`config.mk`:
```
export PLATFORM = sky130hd
export DESIGN_NAME = etxfp_tx_path
export DESIGN_NICKNAME = d
export VERILOG_FILES = /design/src/design/etxfp_pkg.sv /design/src/design/etxfp_sync3.sv /design/src/design/etxfp_tx_path.sv
export SDC_FILE = /design/constraint.sdc
export NUM_CORES = 1
export LEC_CHECK = 0
export ABC_AREA = 1
export BUFFER_PORTS_ARGS = -buffer_cell sky130_fd_sc_hd__buf_4
export CAP_MARGIN = 20
export CELL_PAD_IN_SITES_DETAIL_PLACEMENT = 0
export CELL_PAD_IN_SITES_GLOBAL_PLACEMENT = 1
export CORE_AREA = 8 8 197 199
export DETAILED_ROUTE_END_ITERATION = 7
export DIE_AREA = 0 0 205 207
export GPL_TIMING_DRIVEN = 0
export PLACE_DENSITY_LB_ADDON = 0.1
export RECOVER_POWER = 50
export SLEW_MARGIN = 15
export SYNTH_ARGS = -nofsm -noshare
export SYNTH_HDL_FRONTEND = slang
export SYNTH_HIERARCHICAL = 1
export SYNTH_SLANG_ARGS = --single-unit
```
`constraint.sdc`:
```
create_clock -name core_clk -period 3.1 [get_ports core_clk]
set_input_delay 0.465 -clock core_clk [delete_from_list [all_inputs] [get_ports core_clk]]
set_output_delay 0.465 -clock core_clk [all_outputs]
set_load 0.02 [all_outputs]
```
`src/design/etxfp_pkg.sv`:
```
// Purpose: Shared constants, types and helpers for the transmit frame path.
// Assumes: One byte per core_clk cycle on the PHY side; 250 MHz core clock.
// Notes:   Counts are in byte times of the PHY side, one byte per cycle.
package etxfp_pkg;

  // Register map, byte addresses on the register port
  localparam logic [7:0] REG_CFG = 8'h00;
  localparam logic [7:0] REG_MAXLEN = 8'h04;
  localparam logic [7:0] REG_STAT = 8'h08;

  // Configuration register fields
  localparam int CFG_FCS_PASS = 0;
  localparam int CFG_JUMBO = 1;
  localparam int CFG_MAXEN = 2;
  localparam int CFG_HALF = 3;
  localparam int CFG_GIG = 4;
  localparam int CFG_W = 5;
  localparam logic [4:0] CFG_RST = 5'h10;
  localparam logic [15:0] MAXLEN_RST = 16'h05EE;

  // Frame layout
  localparam logic [7:0] PREAMBLE = 8'h55;
  localparam logic [7:0] SFD = 8'hD5;
  localparam logic [7:0] JAM_BYTE = 8'h55;
  localparam logic [15:0] PRE_LAST = 16'h0007;
  localparam logic [15:0] MIN_BODY = 16'h003C;
  localparam logic [15:0] MIN_FRAME = 16'h0040;
  localparam logic [15:0] MAX_STD = 16'h05EE;
  localparam logic [15:0] MAX_VLAN = 16'h05F2;
  localparam logic [15:0] FCS_LEN = 16'h0004;
  localparam logic [15:0] FCS_LAST = 16'h0003;
  localparam logic [15:0] JAM_LAST = 16'h0003;
  localparam logic [15:0] IFG_LAST = 16'h000B;
  localparam logic [15:0] VLAN_POS = 16'h000C;
  localparam logic [7:0] VLAN_HI = 8'h81;
  localparam logic [7:0] VLAN_LO = 8'h00;
  localparam logic [15:0] NO_LIMIT = 16'hFFFF;

  // Half-duplex timing and the early-error wait window
  localparam logic [15:0] SLOT_SLOW = 16'h0040;
  localparam logic [15:0] SLOT_GIG = 16'h0200;
  localparam logic [2:0] RTX_WIN = 3'h6;
  localparam logic [4:0] MAX_TRY = 5'h0F;
  localparam logic [15:0] EARLY_WIN = 16'h0002;

  localparam logic [31:0] CRC_INIT = 32'hFFFFFFFF;
  localparam logic [31:0] CRC_POLY = 32'hEDB88320;

  typedef enum logic [3:0] {
    S_IDLE = 4'h0,
    S_TAKE2 = 4'h1,
    S_HOLD = 4'h2,
    S_PRE = 4'h3,
    S_DATA = 4'h4,
    S_PAD = 4'h5,
    S_FCS = 4'h6,
    S_ERR = 4'h7,
    S_JAM = 4'h8,
    S_IFG = 4'h9,
    S_EWAIT = 4'hA
  } etxfp_state_type;

  typedef struct packed {
    logic [7:0] tdata;
    logic tvalid;
    logic tlast;
    logic tuser;
  } etxfp_axis_type;

  typedef struct packed {
    logic [7:0] txd;
    logic tx_en;
    logic tx_er;
  } etxfp_gmii_type;

  // Bytewise reflected CRC-32 update, LSB first as on the wire
  function automatic logic [31:0] etxfp_crc_upd(input logic [31:0] c, input logic [7:0] d);
    logic [31:0] r;
    r = c;
    for (int i = 0; i < 8; i++) begin
      r = (r >> 1) ^ (((r[0] ^ d[i]) == 1'b1) ? CRC_POLY : 32'h0);
    end
    return r;
  endfunction : etxfp_crc_upd

endpackage : etxfp_pkg

```
`src/design/etxfp_sync3.sv`:
```
// Purpose: Three-stage synchroniser with a filtered level and a rise pulse.
// Assumes: Inputs are asynchronous pins from the PHY.
// Notes:   A change counts only once stages two and three agree.
`timescale 1ns/1ps
`default_nettype none
module etxfp_sync3 #(
  parameter int W = 2
) (
  input wire logic core_clk,
  input wire logic rst_b,
  input wire logic [W-1:0] din,
  output logic [W-1:0] level,
  output logic [W-1:0] rise
);
  logic [W-1:0] s1_q, s2_q, s3_q, lvl_q, rise_q;
  logic [W-1:0] lvl_d, rise_d;

  // Stage one feeds stage two only; filtering looks at two and three
  always_comb begin
    lvl_d = lvl_q;
    for (int i = 0; i < W; i++) begin
      if (s2_q[i] == s3_q[i]) begin
        lvl_d[i] = s3_q[i];
      end
    end
    rise_d = lvl_d & ~lvl_q;
  end

  always_ff @(posedge core_clk or negedge rst_b) begin
    if (!rst_b) begin
      s1_q <= '0;
      s2_q <= '0;
      s3_q <= '0;
      lvl_q <= '0;
      rise_q <= '0;
    end else begin
      s1_q <= din;
      s2_q <= s1_q;
      s3_q <= s2_q;
      lvl_q <= lvl_d;
      rise_q <= rise_d;
    end
  end

  assign level = lvl_q;
  assign rise = rise_q;
endmodule : etxfp_sync3
`default_nettype wire

```
`src/design/etxfp_tx_path.sv`:
```
// Purpose: Transmit frame path of a tri-speed Ethernet MAC, user stream to PHY.
// Assumes: One PHY byte per cycle; user side on the same clock; no data buffer.
// Notes:   Frame lengths count in 16 bits, so jumbo frames stop at 65535 bytes.
`timescale 1ns/1ps
`default_nettype none
module etxfp_tx_path (
  input wire logic core_clk,
  input wire logic rst_b,
  input wire etxfp_pkg::etxfp_axis_type s_axis,
  output logic s_axis_tready,
  output var etxfp_pkg::etxfp_gmii_type gmii_tx,
  input wire logic phy_col,
  input wire logic phy_crs,
  input wire logic pause_active,
  output logic tx_collision,
  output logic tx_retransmit,
  input wire logic [7:0] reg_addr,
  input wire logic [31:0] reg_wdata,
  input wire logic reg_wr,
  input wire logic reg_rd,
  output logic [31:0] reg_rdata
);
  import etxfp_pkg::*;

  etxfp_state_type st_q, st_d;
  etxfp_gmii_type g_q, g_d;
  logic [15:0] cnt_q, cnt_d, len_q, len_d, tk_q, tk_d, slot_q, slot_d;
  logic [7:0] b0_q, b0_d, b1_q, b1_d, sb;
  logic [1:0] pc_q, pc_d;
  logic [31:0] crc_q, crc_d, crc_n;
  logic [4:0] tries_q, tries_d;
  logic [2:0] rtxw_q, rtxw_d;
  logic lastin_q, lastin_d, minerr_q, minerr_d, trunc_q, trunc_d;
  logic open_q, open_d, vlan_q, vlan_d, burst_q, burst_d, ready_q, ready_d;
  logic col_q, col_d, rtx_q, rtx_d, slotrun_q, slotrun_d, bad_q, bad_d, snd;
  logic [CFG_W-1:0] cfg_q, cfg_d;
  logic [15:0] maxlen_q, maxlen_d, lim, body_lim, min_lim, slot_lim;
  logic [31:0] rdata_q, rdata_d;
  logic [1:0] phy_lvl, phy_rise;
  logic acc, fcs_pass, inwin;

  // Collision and carrier come from PHY pins, so they are synchronised
  etxfp_sync3 #(.W(2)) etxfp_sync3_inst (
    .core_clk(core_clk),
    .rst_b(rst_b),
    .din({phy_crs, phy_col}),
    .level(phy_lvl),
    .rise(phy_rise)
  );

  assign acc = ready_q & s_axis.tvalid;
  assign fcs_pass = cfg_q[CFG_FCS_PASS];
  assign crc_n = ~crc_q;
  assign inwin = (st_q == S_PRE) || slotrun_q;
  assign slot_lim = cfg_q[CFG_GIG] ? SLOT_GIG : SLOT_SLOW;
  assign lim = cfg_q[CFG_JUMBO] ? NO_LIMIT : (cfg_q[CFG_MAXEN] ? maxlen_q :
               (vlan_q ? MAX_VLAN : MAX_STD));
  // User FCS bytes arrive in the stream, so they count toward the limit
  assign body_lim = (fcs_pass || cfg_q[CFG_JUMBO]) ? lim : lim - FCS_LEN;
  // zero fill covers the whole frame in user FCS mode, except for early-error frames, which pad to MIN_BODY and get an FCS
  assign min_lim = (fcs_pass && !minerr_q) ? MIN_FRAME : MIN_BODY;

  // Frame engine next-state logic
  always_comb begin
    st_d = st_q;
    cnt_d = cnt_q;
    len_d = len_q;
    tk_d = tk_q;
    slot_d = slot_q;
    b0_d = b0_q;
    b1_d = b1_q;
    pc_d = pc_q;
    crc_d = crc_q;
    tries_d = tries_q;
    rtxw_d = rtxw_q;
    lastin_d = lastin_q;
    minerr_d = minerr_q;
    trunc_d = trunc_q;
    open_d = open_q;
    vlan_d = vlan_q;
    burst_d = burst_q;
    ready_d = ready_q;
    slotrun_d = slotrun_q;
    bad_d = bad_q;
    col_d = 1'b0;
    rtx_d = 1'b0;
    g_d.txd = 8'h00;
    g_d.tx_en = 1'b0;
    g_d.tx_er = 1'b0;
    snd = 1'b0;
    sb = 8'h00;
    // Slot timer; a frame that clears it counts as a success
    if (slotrun_q) begin
      if (slot_q == slot_lim - 16'h0001) begin
        slotrun_d = 1'b0;
        tries_d = 5'h00;
      end else begin
        slot_d = slot_q + 16'h0001;
      end
    end
    if (rtxw_q != 3'h0) begin
      if (s_axis.tvalid) begin
        rtxw_d = 3'h0;
      end else begin
        rtxw_d = rtxw_q - 3'h1;
        if (rtxw_q == 3'h1) begin
          tries_d = 5'h00;
        end
      end
    end
    if (acc) begin
      open_d = !s_axis.tlast;
    end
    case (st_q)
      S_IDLE: begin
        if (acc) begin
          b0_d = s_axis.tdata;
          tk_d = 16'h0001;
          pc_d = 2'h1;
          lastin_d = s_axis.tlast;
          trunc_d = 1'b0;
          minerr_d = 1'b0;
          vlan_d = 1'b0;
          if (s_axis.tuser) begin
            st_d = S_EWAIT;
            cnt_d = EARLY_WIN;
            ready_d = 1'b0;
          end else if (s_axis.tlast) begin
            st_d = S_HOLD;
            ready_d = 1'b0;
          end else begin
            st_d = S_TAKE2;
          end
        end
      end
      S_TAKE2: begin
        if (acc) begin
          b1_d = s_axis.tdata;
          tk_d = 16'h0002;
          pc_d = 2'h2;
          lastin_d = s_axis.tlast;
          ready_d = 1'b0;
          if (s_axis.tuser) begin
            st_d = S_EWAIT;
            cnt_d = EARLY_WIN;
          end else begin
            st_d = S_HOLD;
          end
        end
      end
      S_HOLD: begin
        if (!pause_active && (!cfg_q[CFG_HALF] || burst_q || !phy_lvl[1])) begin
          st_d = S_PRE;
          cnt_d = 16'h0000;
          burst_d = 1'b0;
        end
      end
      S_PRE: begin
        g_d.tx_en = 1'b1;
        g_d.txd = (cnt_q == PRE_LAST) ? SFD : PREAMBLE;
        cnt_d = cnt_q + 16'h0001;
        if (cnt_q == PRE_LAST) begin
          crc_d = CRC_INIT;
          len_d = 16'h0000;
          slot_d = 16'h0000;
          slotrun_d = 1'b1;
          if (minerr_q) begin
            st_d = S_PAD;
          end else begin
            st_d = S_DATA;
            ready_d = !lastin_q;
          end
        end
      end
      S_DATA: begin
        snd = 1'b1;
        sb = b0_q;
        b0_d = b1_q;
        pc_d = pc_q - 2'h1;
        // tag bytes sit after the source address
        if (len_q == VLAN_POS && b0_q == VLAN_HI && b1_q == VLAN_LO && pc_q == 2'h2) begin
          vlan_d = 1'b1;
        end
        if (ready_q) begin
          if (!s_axis.tvalid) begin
            st_d = S_ERR;
            ready_d = 1'b0;
          end else begin
            b1_d = s_axis.tdata;
            pc_d = pc_q;
            tk_d = tk_q + 16'h0001;
            if (s_axis.tuser) begin
              st_d = S_ERR;
              ready_d = 1'b0;
            end else if (s_axis.tlast) begin
              lastin_d = 1'b1;
              ready_d = 1'b0;
            end else if (tk_q + 16'h0001 == body_lim) begin
              trunc_d = 1'b1;
              lastin_d = 1'b1;
              ready_d = 1'b0;
            end
          end
        end else if (pc_q == 2'h1) begin
          g_d.tx_er = trunc_q && fcs_pass;
          if (len_q + 16'h0001 < min_lim) begin
            st_d = S_PAD;
          end else if (fcs_pass) begin
            st_d = S_IFG;
            cnt_d = 16'h0000;
            ready_d = open_d;
            bad_d = trunc_q;
          end else begin
            st_d = S_FCS;
            cnt_d = 16'h0000;
          end
        end
      end
      S_PAD: begin
        snd = 1'b1;
        sb = 8'h00;
        if (len_q + 16'h0001 == min_lim) begin
          if (fcs_pass && !minerr_q) begin
            st_d = S_IFG;
            cnt_d = 16'h0000;
            ready_d = open_d;
            bad_d = 1'b0;
          end else begin
            st_d = S_FCS;
            cnt_d = 16'h0000;
          end
        end
      end
      S_FCS: begin
        g_d.tx_en = 1'b1;
        g_d.txd = crc_n[{cnt_q[1:0], 3'h0} +: 8];
        g_d.tx_er = trunc_q || minerr_q;
        cnt_d = cnt_q + 16'h0001;
        if (cnt_q == FCS_LAST) begin
          st_d = S_IFG;
          cnt_d = 16'h0000;
          ready_d = open_d;
          bad_d = trunc_q || minerr_q;
        end
      end
      S_ERR: begin
        g_d.tx_en = 1'b1;
        g_d.tx_er = 1'b1;
        st_d = S_IFG;
        cnt_d = 16'h0000;
        ready_d = open_d;
        bad_d = 1'b1;
        slotrun_d = 1'b0;
      end
      S_JAM: begin
        g_d.tx_en = 1'b1;
        g_d.txd = JAM_BYTE;
        cnt_d = cnt_q + 16'h0001;
        if (cnt_q == JAM_LAST) begin
          st_d = S_IFG;
          cnt_d = 16'h0000;
          ready_d = open_d;
          bad_d = 1'b1;
        end
      end
      S_IFG: begin
        // Ready stays up while the rest of an aborted frame is swallowed
        ready_d = open_d;
        if (cnt_q == 16'h0000 && s_axis.tvalid && !open_q && cfg_q[CFG_HALF] &&
            cfg_q[CFG_GIG]) begin
          burst_d = 1'b1;
        end
        if (cnt_q != IFG_LAST) begin
          cnt_d = cnt_q + 16'h0001;
        end else if (!open_q) begin // Ready drops a cycle after a swallowed last beat
          st_d = S_IDLE;
          ready_d = 1'b1;
        end
      end
      S_EWAIT: begin
        if (s_axis.tvalid) begin
          st_d = S_IDLE;
          ready_d = 1'b1;
        end else if (cnt_q == 16'h0000) begin
          minerr_d = 1'b1;
          st_d = S_HOLD;
        end else begin
          cnt_d = cnt_q - 16'h0001;
        end
      end
      default: begin
        st_d = S_IDLE;
        ready_d = 1'b1;
      end
    endcase
    if (snd) begin
      g_d.tx_en = 1'b1;
      g_d.txd = sb;
      g_d.tx_er = g_d.tx_er | (minerr_q && st_q == S_PAD);
      crc_d = etxfp_crc_upd(crc_q, sb);
      len_d = len_q + 16'h0001;
    end
    if (phy_rise[0] && cfg_q[CFG_HALF] && (g_q.tx_en || slotrun_q) && st_q != S_JAM) begin
      col_d = 1'b1;
      slotrun_d = 1'b0;
      if (inwin && tries_q < MAX_TRY) begin
        rtx_d = 1'b1;
        tries_d = tries_q + 5'h01;
        rtxw_d = RTX_WIN;
      end else begin
        tries_d = 5'h00;
      end
      if (g_q.tx_en) begin
        st_d = S_JAM;
        cnt_d = 16'h0000;
        ready_d = 1'b0;
      end else begin
        st_d = S_IFG;
        cnt_d = 16'h0000;
        ready_d = open_d;
      end
    end
  end

  always_ff @(posedge core_clk or negedge rst_b) begin
    if (!rst_b) begin
      st_q <= S_IDLE;
      g_q <= '0;
      cnt_q <= 16'h0000;
      len_q <= 16'h0000;
      tk_q <= 16'h0000;
      slot_q <= 16'h0000;
      b0_q <= 8'h00;
      b1_q <= 8'h00;
      pc_q <= 2'h0;
      crc_q <= CRC_INIT;
      tries_q <= 5'h00;
      rtxw_q <= 3'h0;
      {lastin_q, minerr_q, trunc_q, open_q, vlan_q, burst_q} <= 6'h00;
      {col_q, rtx_q, slotrun_q, bad_q} <= 4'h0;
      ready_q <= 1'b1;
    end else begin
      st_q <= st_d;
      g_q <= g_d;
      cnt_q <= cnt_d;
      len_q <= len_d;
      tk_q <= tk_d;
      slot_q <= slot_d;
      b0_q <= b0_d;
      b1_q <= b1_d;
      pc_q <= pc_d;
      crc_q <= crc_d;
      tries_q <= tries_d;
      rtxw_q <= rtxw_d;
      {lastin_q, minerr_q, trunc_q, open_q, vlan_q, burst_q} <=
        {lastin_d, minerr_d, trunc_d, open_d, vlan_d, burst_d};
      {col_q, rtx_q, slotrun_q, bad_q} <= {col_d, rtx_d, slotrun_d, bad_d};
      ready_q <= ready_d;
    end
  end

  // Register port: writes take effect next cycle, reads answer next cycle
  always_comb begin
    cfg_d = cfg_q;
    maxlen_d = maxlen_q;
    rdata_d = 32'h00000000;
    if (reg_wr && reg_addr == REG_CFG) begin
      cfg_d = reg_wdata[CFG_W-1:0];
    end
    if (reg_wr && reg_addr == REG_MAXLEN) begin
      maxlen_d = reg_wdata[15:0];
    end
    if (reg_rd) begin
      case (reg_addr)
        REG_CFG: rdata_d = {27'h0000000, cfg_q};
        REG_MAXLEN: rdata_d = {16'h0000, maxlen_q};
        REG_STAT: rdata_d = {24'h000000, burst_q, bad_q, tries_q, st_q != S_IDLE};
        default: rdata_d = 32'h00000000;
      endcase
    end
  end

  always_ff @(posedge core_clk or negedge rst_b) begin
    if (!rst_b) begin
      cfg_q <= CFG_RST;
      maxlen_q <= MAXLEN_RST;
      rdata_q <= 32'h00000000;
    end else begin
      cfg_q <= cfg_d;
      maxlen_q <= maxlen_d;
      rdata_q <= rdata_d;
    end
  end

  assign s_axis_tready = ready_q;
  assign gmii_tx = g_q;
  assign tx_collision = col_q;
  assign tx_retransmit = rtx_q;
  assign reg_rdata = rdata_q;
endmodule : etxfp_tx_path
`default_nettype wire

```
## Word-level counts from Yosys, hierarchy flattened

Index checks and enable logic that the tools add are counted.

| storage, ports and cells | value |
|---|---|
| bits in registers | 209 |
| bits of input ports | 58 |
| output and inout bits | 45 |
| logic and storage cells | 365 |

| operators by class | value |
|---|---|
| add/subtract/negate cells | 10 |
| $lt $le $gt $ge | 2 |
| eq/ne operators | 73 |
| shift operators | 1 |
| mux-type cells | 161 |
| bitwise logic cells | 21 |
| reduce and logical (&&, ||, !) cells | 64 |

Operators by type and width:

| cell | count |
|---|---|
| $mux W16 | 27 |
| $mux W32 | 11 |
| $xor A31 B32 Y32 | 8 |
| $pmux W16 S9 | 1 |
| $pmux W16 S3 | 2 |
| $mux W4 | 20 |
| $add A16 B1 Y16 const B | 4 |
| $mux W1 | 61 |
| $ne A2 B2 Y1 const B | 21 |
| $ne A3 B3 Y1 const B | 14 |
| $mux W5 | 8 |
| $mux W8 | 5 |
| $pmux W4 S10 | 1 |
| $eq A16 B16 Y1 | 2 |
| $not A32 Y32 | 1 |
| $pmux W8 S2 | 2 |
| $shiftx A32 B6 Y8 | 1 |
| $pmux W8 S3 | 1 |
| $reduce_and A11 Y1 | 2 |
| $mux W10 | 2 |
| $logic_and A1 B1 Y1 | 17 |
| $eq A16 B2 Y1 const B | 1 |
| $eq A16 B3 Y1 const B | 1 |
| $eq A16 B4 Y1 const B | 1 |
| 58 further kinds | 118 |

## Depth between registers and ports, before layout

Gate-level depths: netlist of run 1.

| logic depth | value |
|---|---|
| depth after elaboration | 27 |
| mapped depth | 23 |
| gate-level depth less buffers | 22 |

## Hierarchy

Netlist of run 1, hierarchy kept.

Modules (own cells, without submodules):

| module | times used | cells each | area an instance (um^2) | seq. area each (um^2) |
|---|---|---|---|---|
| etxfp_tx_path | 1 | 1650 | 12032.8 | 4657.0 |
| etxfp_sync3 | 1 | 22 | 297.8 | 250.2 |

## Worst setup path before layout of run 1

OpenSTA, ideal clock, no wires.

| timing path | value |
|---|---|
| kind | register to register |
| from | register cfg_q[1] |
| to | register lastin_q |
| setup time | 0.122 ns |
| data arrival time | 2.356 ns |
| data required time | 2.978 ns |
| slack | 0.622 ns |
| stages on the path, launching flop included | 22 |
| buffers on the path | 2 |
| period minus slack after synthesis | 2.478 ns |
| cell sequence | dfrtp_1 inv_1 buf_2 buf_2 nand3_1 inv_1 ha_1 or2_2 nand2_1 nand2_1 nand2_1 nand2_1 nor2_1 nand2_1 nor2_1 nand2_1 nor2_1 nand2_1 nand3_1 nand2_1 nand2_1 o21ai_1 |

| between the ends | value |
|---|---|
| cells in the longest elaborated chain, start to end | 6 |
| elaborated cells between the ends (all ways) | 7 |
| classes of those cells | add/sub: 1; eq/ne: 2; mux: 2; reduce/logical: 2 |

Ends and longest elaborated chain:

| item | RTL line | text |
|---|---|---|
| start: declaration | etxfp_tx_path.sv:36 | `logic [CFG_W-1:0] cfg_q, cfg_d;` |
| start signal: assignment | etxfp_tx_path.sv:389 | `cfg_q <= cfg_d;` |
| $mux W16 | etxfp_tx_path.sv:56 | `assign lim = cfg_q[CFG_JUMBO] ? NO_LIMIT : (cfg_q[CFG_MAXEN] ? maxlen_q :` |
| $sub A16 B3 Y16 | etxfp_tx_path.sv:59 | `assign body_lim = (fcs_pass \|\| cfg_q[CFG_JUMBO]) ? lim : lim - FCS_LEN;` |
| $mux W16 * | etxfp_tx_path.sv:59 |  |
| $eq A16 B16 Y1 * | etxfp_tx_path.sv:198 | `end else if (tk_q + 16'h0001 == body_lim) begin` |
| $ne A3 B3 Y1 (no source line) * | n/a |  |
| $reduce_and A6 Y1 (no source line) * | n/a |  |
| end signal: assignment | etxfp_tx_path.sv:355 | `{lastin_q, minerr_q, trunc_q, open_q, vlan_q, burst_q} <=` |
| end: declaration | etxfp_tx_path.sv:33 | `logic lastin_q, lastin_d, minerr_q, minerr_d, trunc_q, trunc_d;` |

Mark *: on every way between the ends. The rest lies on a longest branch, timed or not.
A chain may end at the register's enable or synchronous reset.

## Worst setup path in the final report of run 1

| timing path | value |
|---|---|
| from | register len_q[0] |
| to | register cnt_q[12] |

| between the ends | value |
|---|---|
| cells in the longest elaborated chain, start to end | 4 |
| elaborated cells between the ends (all ways) | 6 |
| classes of those cells | add/sub: 1; order compare: 1; eq/ne: 3; reduce/logical: 1 |

Ends and longest elaborated chain:

| item | RTL line | text |
|---|---|---|
| start: declaration | etxfp_tx_path.sv:27 | `logic [15:0] cnt_q, cnt_d, len_q, len_d, tk_q, tk_d, slot_q, slot_d;` |
| start signal: assignment | etxfp_tx_path.sv:346 | `len_q <= len_d;` |
| $add A16 B1 Y16 * | etxfp_tx_path.sv:206, etxfp_tx_path.sv:222 |  |
| $lt A16 B7 Y1 or $eq A16 B7 Y1 (tied branches) | etxfp_tx_path.sv:206, etxfp_tx_path.sv:222 |  |
| $ne A3 B3 Y1 (no source line) or $ne A3 B2 Y1 (tied branches) | n/a |  |
| $reduce_and A11 Y1 (no source line) * | n/a |  |
| end signal: assignment | etxfp_tx_path.sv:345 | `cnt_q <= cnt_d;` |
| end: declaration | etxfp_tx_path.sv:27 |  |

Marks and branches as above.

==> out/qor.yml, run 1 <==
chipWidth_um: 205
power.leakage_uw: 0.00674
clock-skew-final_ns: 0.0191
share_comb_of_total_power_pct: 51.7
setup.worst_path.end_class: "flop"
routed_wl_um: 38300
numCtsBuffers: 17
finish.instance_area_mm2: 0.0141
global_route.usage.total_pct: 18.3
cts_tree: "built"
ctsHtreeMaxLevel: 4
die_outline_area_mm2: 0.0424
grt_antenna_before_repair: 0
syn_area_mm2: 0.0123
route.vias.total: 11206
top_achievable_clock_speed_mhz: 334
setup.reg_to_reg.worst_slack_ns: 0.10
place_congestion: 0.872
cp_data_required_time_ns: 3.43
share_clk_of_total_power_pct: 17.2
ir_worst_vdd_mv: 0.600
remaining_drc_errors: 0
netSwitchingFraction_pct: 47.3
pd_cells_mw_per_mm2: 899
buffer_ports.inserted: 70
placeableCoreArea_mm2: 0.0359
finish.net_count: 1853
max-cap-violations: 0
gr-total-overflow: 0
drt_iter0_markers: 664
drt_first_pass_iters: 5
finalHoldViolCount: 0
wp_data_arrival_ns: 3.33
finalSetupViolations: 0
drt.antenna.violating_nets: 0
tightest_slew_ns: 1.26
area.growth.synth_to_final_pct: 15.0
cellInternalPower_uw: 6700
routed_wire_length_per_instance_um: 17.0
global_route_wire_length_before_repair_um: 61900
post-route-util_pct: 39.4
worst_hold_path_type: "input pin to flop"
post-dp-hpwl_um: 29500
final.min_clock_period_ns: 3.00
synth-warning-count: 6
clk_transition_reported_paths_ns: 0.08
net-switching-power_uw: 6010
grt_start_max_net_pins: 87
antenna_cells: 0
post_route_cells_drive_above_1_share_pct: 13.3
relSlewSlack_pct: 15.8
status: "completed"
finalCritPeriodShare_pct: 96.7
placed_area_mm2: 0.0135
cp_max_fo: 10
clock_root_buffer: "sky130_fd_sc_hd__clkbuf_16"
rows: 70
pwr-share-seq_pct: 31.2
synth_area_per_cell_um2: 7.37
number_of_global_route_vias_before_repair: 11213
critPathLaunchType: "flop"
holdWs_ns: 0.127
design.portCount: 103
routed_via_density: 4.97
finalMaxSlewViolations: 0
cts_buffer_depth: 2
initial_utilization_pct: 34.2
die_height_um: 207
netlist_instances: 1669
clock_latency_ns: 0.47
numClockSinks: 193
critPathKind: "flop to flop"
per-stage QoR:
stage | total power (uW) | setup TNS, ns | worst slack (ns) | instances
final | 12700 | 0 | 0.102 | 2256
after global routing | 13800 | -0.0201 | -0.0119 | 2256
after CTS | 12800 | 0 | 0.00168 | 2256
after detailed placement | 10500 | -3.59 | -0.130 | 2224
after global placement | 10500 | -2.54 | -0.164 | 2222
after floorplan | 8700 | 0 | 0.622 | 1684
power by group through the flow:
stage | Combinational [uW] | Clock, uW | Sequential (uW)
final | 6570 | 2180 | 3960
after global routing | 7410 | 2340 | 4060
after CTS | 6550 | 2250 | 3960
after detailed placement | 6510 | 0 | 4000
after global placement | 6450 | 0 | 4000
after floorplan | 4850 | 0 | 3850
placed cells by master (no fill, tap or decap), drive strengths merged, types with 2 or more instances in the layout:
master      n
nand2     338
inv       264
nor2      211
dfrtp     151
o21ai     138
nand3     129
buf        97
a21oi      76
xor2       57
o22ai      51
clkbuf     43
dfstp      42
xnor2      23
nand4      21
nor3       21
ha         20
conb       16
nor4       13
a31oi      10
o211ai      9
clkinv      7
o32ai       6
mux2        6
o221ai      5
or2         5
o21a        3
a211oi      3
clkinvlp    3
o2111ai     3
a32o        3
nor3b       2
a221oi      2
o21bai      2
nand3b      2
final timing paths:
kind,from,cells after the start,to
worst min register to register,etxfp_sync3_inst/s1_q[1],0,etxfp_sync3_inst/s2_q[1]
worst max register to register,len_q[0],19,cnt_q[12]
worst max-delay path,len_q[0],19,cnt_q[12]
max in group asynchronous,rst_b,3,gmii_tx[7]
min in group asynchronous,rst_b,2,reg_rdata[10]
worst min-delay path,phy_crs,1,etxfp_sync3_inst/s1_q[1]
area by class of cell:
type / instances / area, um^2
multi-input cells: 1180 / 6280
inverters: 259 / 976
plain buffers: 49 / 292
clock buffers: 17 / 425
flip-flops and latches: 193 / 4890
fillers: 3817 / 21800
repair buffers: 75 / 568
clock inverters: 15 / 126
well taps: 468 / 586
state kept, by name, indices dropped and copies added, names as in the netlist, 5 cells and up:
name       flops
len_q         16
b0_q           8
tk_q          16
gmii_tx       10
maxlen_q      16
slot_q        16
reg_rdata     16
b1_q           8
tries_q        5
cfg_q          5
crc_q         32
cnt_q         16
worst max-delay path, cell delays in order (launching register included):
cell	delay, ns
sky130_fd_sc_hd__dfrtp_2	0.45
sky130_fd_sc_hd__ha_1	0.23
sky130_fd_sc_hd__nand2_1	0.10
sky130_fd_sc_hd__inv_1	0.04
sky130_fd_sc_hd__nand3_1	0.13
sky130_fd_sc_hd__inv_1	0.09
sky130_fd_sc_hd__nor2_1	0.09
sky130_fd_sc_hd__nor2_1	0.07
sky130_fd_sc_hd__ha_1	0.31
sky130_fd_sc_hd__a21oi_1	0.13
sky130_fd_sc_hd__o211ai_1	0.11
sky130_fd_sc_hd__nor2_1	0.15
sky130_fd_sc_hd__nand3_2	0.13
sky130_fd_sc_hd__nand2_1	0.10
sky130_fd_sc_hd__nand2_1	0.13
sky130_fd_sc_hd__nand3_1	0.12
sky130_fd_sc_hd__nand2_2	0.11
sky130_fd_sc_hd__buf_4	0.21
sky130_fd_sc_hd__nand3_1	0.07
sky130_fd_sc_hd__o21ai_1	0.07
repair_timing:
item / in CTS / in global routing
endpoints found under the hold margin: 35 / 0
resized for setup: 4 / 24
hold buffers: 1 / 0
pin swaps: 0 / 0
endpoints found under the setup margin: 59 / 63
setup buffers: 0 / 2
layer usage:
metal / wire length [um] / up-vias / global-route usage (%) / part of all wire (%)
met4: 798 / 0 / 5.65 / 2.1
met3: 1350 / 42 / 2.90 / 3.5
met2: 18300 / 210 / 29.6 / 48
li1: - / 5632 / - / -
met1: 17800 / 5322 / 24.6 / 46
met5: 0 / - / 0 / 0
Note: power is estimated with default switching activity, not from simulation.
==> run 2: changes to the inputs <==
--- a/config.mk
+++ b/config.mk
@@ -13,8 +13,8 @@
 export CORE_AREA = 8 8 197 199
 export DETAILED_ROUTE_END_ITERATION = 7
 export DIE_AREA = 0 0 205 207
-export GPL_TIMING_DRIVEN = 0
-export PLACE_DENSITY_LB_ADDON = 0.1
+export HOLD_SLACK_MARGIN = 0.02
+export PLACE_DENSITY_LB_ADDON = 0.05
 export RECOVER_POWER = 50
 export SLEW_MARGIN = 15
 export SYNTH_ARGS = -nofsm -noshare
==> run 2 against run 1 <==
The flow now finishes with violations (max-capacitance violations, max-slew violations). Routed wire length shrank 0.81%. Flip-flop and latch count is the same. Utilization shrank 0.087 points. Global-route usage shrank 0.30 points. Critical endpoint is now cnt_q[1].
==> out/qor.yml, run 2 (synthesis results as in run 1) <==
place_congestion: 0.873
numClockSinks: 193
max_flop_register: "crc_q"
post-route-util_pct: 39.3
largest_register_ffs: 32
failed_checks: "max-capacitance violations, max-slew violations"
post-dp-hpwl_um: 28600
design.portCount: 103
setup.worst_path.end_class: "flop"
clock-skew-final_ns: 0.0139
rsz0062_at_grt: "no"
ir_worst_vdd_mv: 0.469
cts_tree: "built"
finalCritPeriodShare_pct: 90.0
critPathKind: "flop to flop"
post_route_cells_drive_above_1_share_pct: 12.7
status: "complete, but fails checks"
ctsHtreeMaxLevel: 4
grt_start_max_net_pins: 57
chipWidth_um: 205
worst_hold_path_type: "input pin to flop"
finish.net_count: 1840
tightest_slew_ns: 1.71
top_achievable_clock_speed_mhz: 359
cts_buffer_depth: 2
numCtsBuffers: 17
initial_utilization_pct: 34.2
cp_data_required_time_ns: 3.42
rows: 70
drt_first_pass_iters: 6
pd_cells_mw_per_mm2: 911
number_of_global_route_vias_before_repair: 11049
final.min_clock_period_ns: 2.79
cp_max_fo: 32
buffer_ports.inserted: 70
remaining_drc_errors: 0
placeableCoreArea_mm2: 0.0359
route.vias.total: 11177
clk_transition_reported_paths_ns: 0.08
max-cap-violations: 1
die_height_um: 207
finalSetupViolations: 0
global_route_wire_length_before_repair_um: 61100
area.growth.synth_to_final_pct: 14.7
drt.antenna.violating_nets: 0
wp_data_arrival_ns: 3.11
routed_wl_um: 38000
antenna_cells: 0
layout_common_cells: "sky130_fd_sc_hd__nand2_1, sky130_fd_sc_hd__inv_1, sky130_fd_sc_hd__nor2_1, sky130_fd_sc_hd__dfrtp_1, sky130_fd_sc_hd__nand3_1"
finalHoldViolCount: 0
critPathLaunchType: "flop"
power.leakage_uw: 0.00673
finalMaxSlewViolations: 56
timing.setup.tns_ns: 0
clock_root_buffer: "sky130_fd_sc_hd__clkbuf_16"
routed_wire_length_per_instance_um: 16.9
relSlewSlack_pct: -13.7
clock_latency_ns: 0.46
die_outline_area_mm2: 0.0424
postCtsSetupBuffers: 0
grt_antenna_before_repair: 0
most_common_library_cell_in_the_layout_ignoring_fill_and_taps: "sky130_fd_sc_hd__nand2_1"
routed_via_density: 4.98
drt_iter0_markers: 667
global_route.usage.total_pct: 18.0
gr-total-overflow: 0
==> run 2: cell types whose count changed in the layout (fill, tap and decap cells not counted), moves of 4 or more <==
| cell | before | now |
|---|---|---|
| sky130_fd_sc_hd__buf_2 | 8 | 0 |
| sky130_fd_sc_hd__buf_4 | 82 | 93 |
| sky130_fd_sc_hd__buf_6 | 4 | 0 |
| sky130_fd_sc_hd__clkbuf_1 | 21 | 8 |
| sky130_fd_sc_hd__nor2_1 | 200 | 205 |
| sky130_fd_sc_hd__nor2_4 | 4 | 0 |
==> run 2: repair_timing <==
| action | CTS | global route |
|---|---|---|
| endpoints found under the hold margin | 10 | 0 |
| hold buffers | 1 | 0 |
| endpoints found under the setup margin | 0 | 18 |
| resized for setup | 0 | 6 |
==> run 2: final timing paths <==
path                                           from                  endpoint  slack [ns]  cells after the start
max                                        len_q[0]                  cnt_q[1]        0.31                     19
min                                         phy_crs  etxfp_sync3_inst/s1_q[1]        0.14                      1
max reg2reg                                len_q[0]                  cnt_q[1]        0.31                     19
min reg2reg                etxfp_sync3_inst/s1_q[1]  etxfp_sync3_inst/s2_q[1]        0.35                      0
max in group asynchronous                     rst_b                  cnt_q[9]        0.48                      3
min in group asynchronous                     rst_b             reg_rdata[14]        1.00                      2
==> run 2: through the flow <==
| step | cell area (um^2) | power, uW | std cells | setup slack, ns | hold slack, ns |
|---|---|---|---|---|---|
| floorplan | 12400 | 8700 | 1684 | 0.622 | 0.169 |
| global placement | 13500 | 10500 | 2210 | 0.218 | 0.334 |
| detailed placement | 13500 | 10500 | 2210 | 0.204 | 0.337 |
| CTS | 14200 | 12900 | 2243 | 0.174 | 0.0873 |
| global route | 14100 | 13900 | 2243 | 0.0301 | 0.114 |
| finish | 14100 | 12800 | 2243 | 0.311 | 0.139 |
==> run 2: metal layers <==
metal,GRT usage [%],vias up,wire length (um)
met2,29.3,203,18000
met1,24.6,5311,18200
met5,0,-,0
met3,2.42,45,1140
met4,4.93,0,649
li1,-,5618,-
==> run 2: worst max-delay path, cell delays in order, from the launching register on <==
cell	delay, ns
sky130_fd_sc_hd__dfrtp_2	0.45
sky130_fd_sc_hd__ha_1	0.23
sky130_fd_sc_hd__nand2_1	0.09
sky130_fd_sc_hd__inv_1	0.04
sky130_fd_sc_hd__nand3_1	0.08
sky130_fd_sc_hd__inv_1	0.07
sky130_fd_sc_hd__nor2_1	0.09
sky130_fd_sc_hd__nor2_1	0.07
sky130_fd_sc_hd__ha_1	0.31
sky130_fd_sc_hd__a21oi_1	0.13
sky130_fd_sc_hd__o211ai_1	0.10
sky130_fd_sc_hd__nor2_1	0.14
sky130_fd_sc_hd__nand3_2	0.14
sky130_fd_sc_hd__nand2_1	0.09
sky130_fd_sc_hd__nand2_1	0.11
sky130_fd_sc_hd__nand3_1	0.13
sky130_fd_sc_hd__nand2_2	0.07
sky130_fd_sc_hd__buf_12	0.17
sky130_fd_sc_hd__nand3_1	0.07
sky130_fd_sc_hd__o21ai_1	0.06
==> run 2: layout make-up <==
cell class	count	area [um^2]
inverters	259	972
multi-input cells	1180	6220
fillers	3845	21800
flip-flops and latches	193	4880
clock inverters	15	178
repair buffers	111	841
clock buffers	17	425
well taps	468	586
==> run 2: where the power goes <==
group	leakage, uW	switching (uW)	internal [uW]
Sequential	0.00242	632	3330
Combinational	0.00402	4160	2370
Clock	0.000291	1140	1220
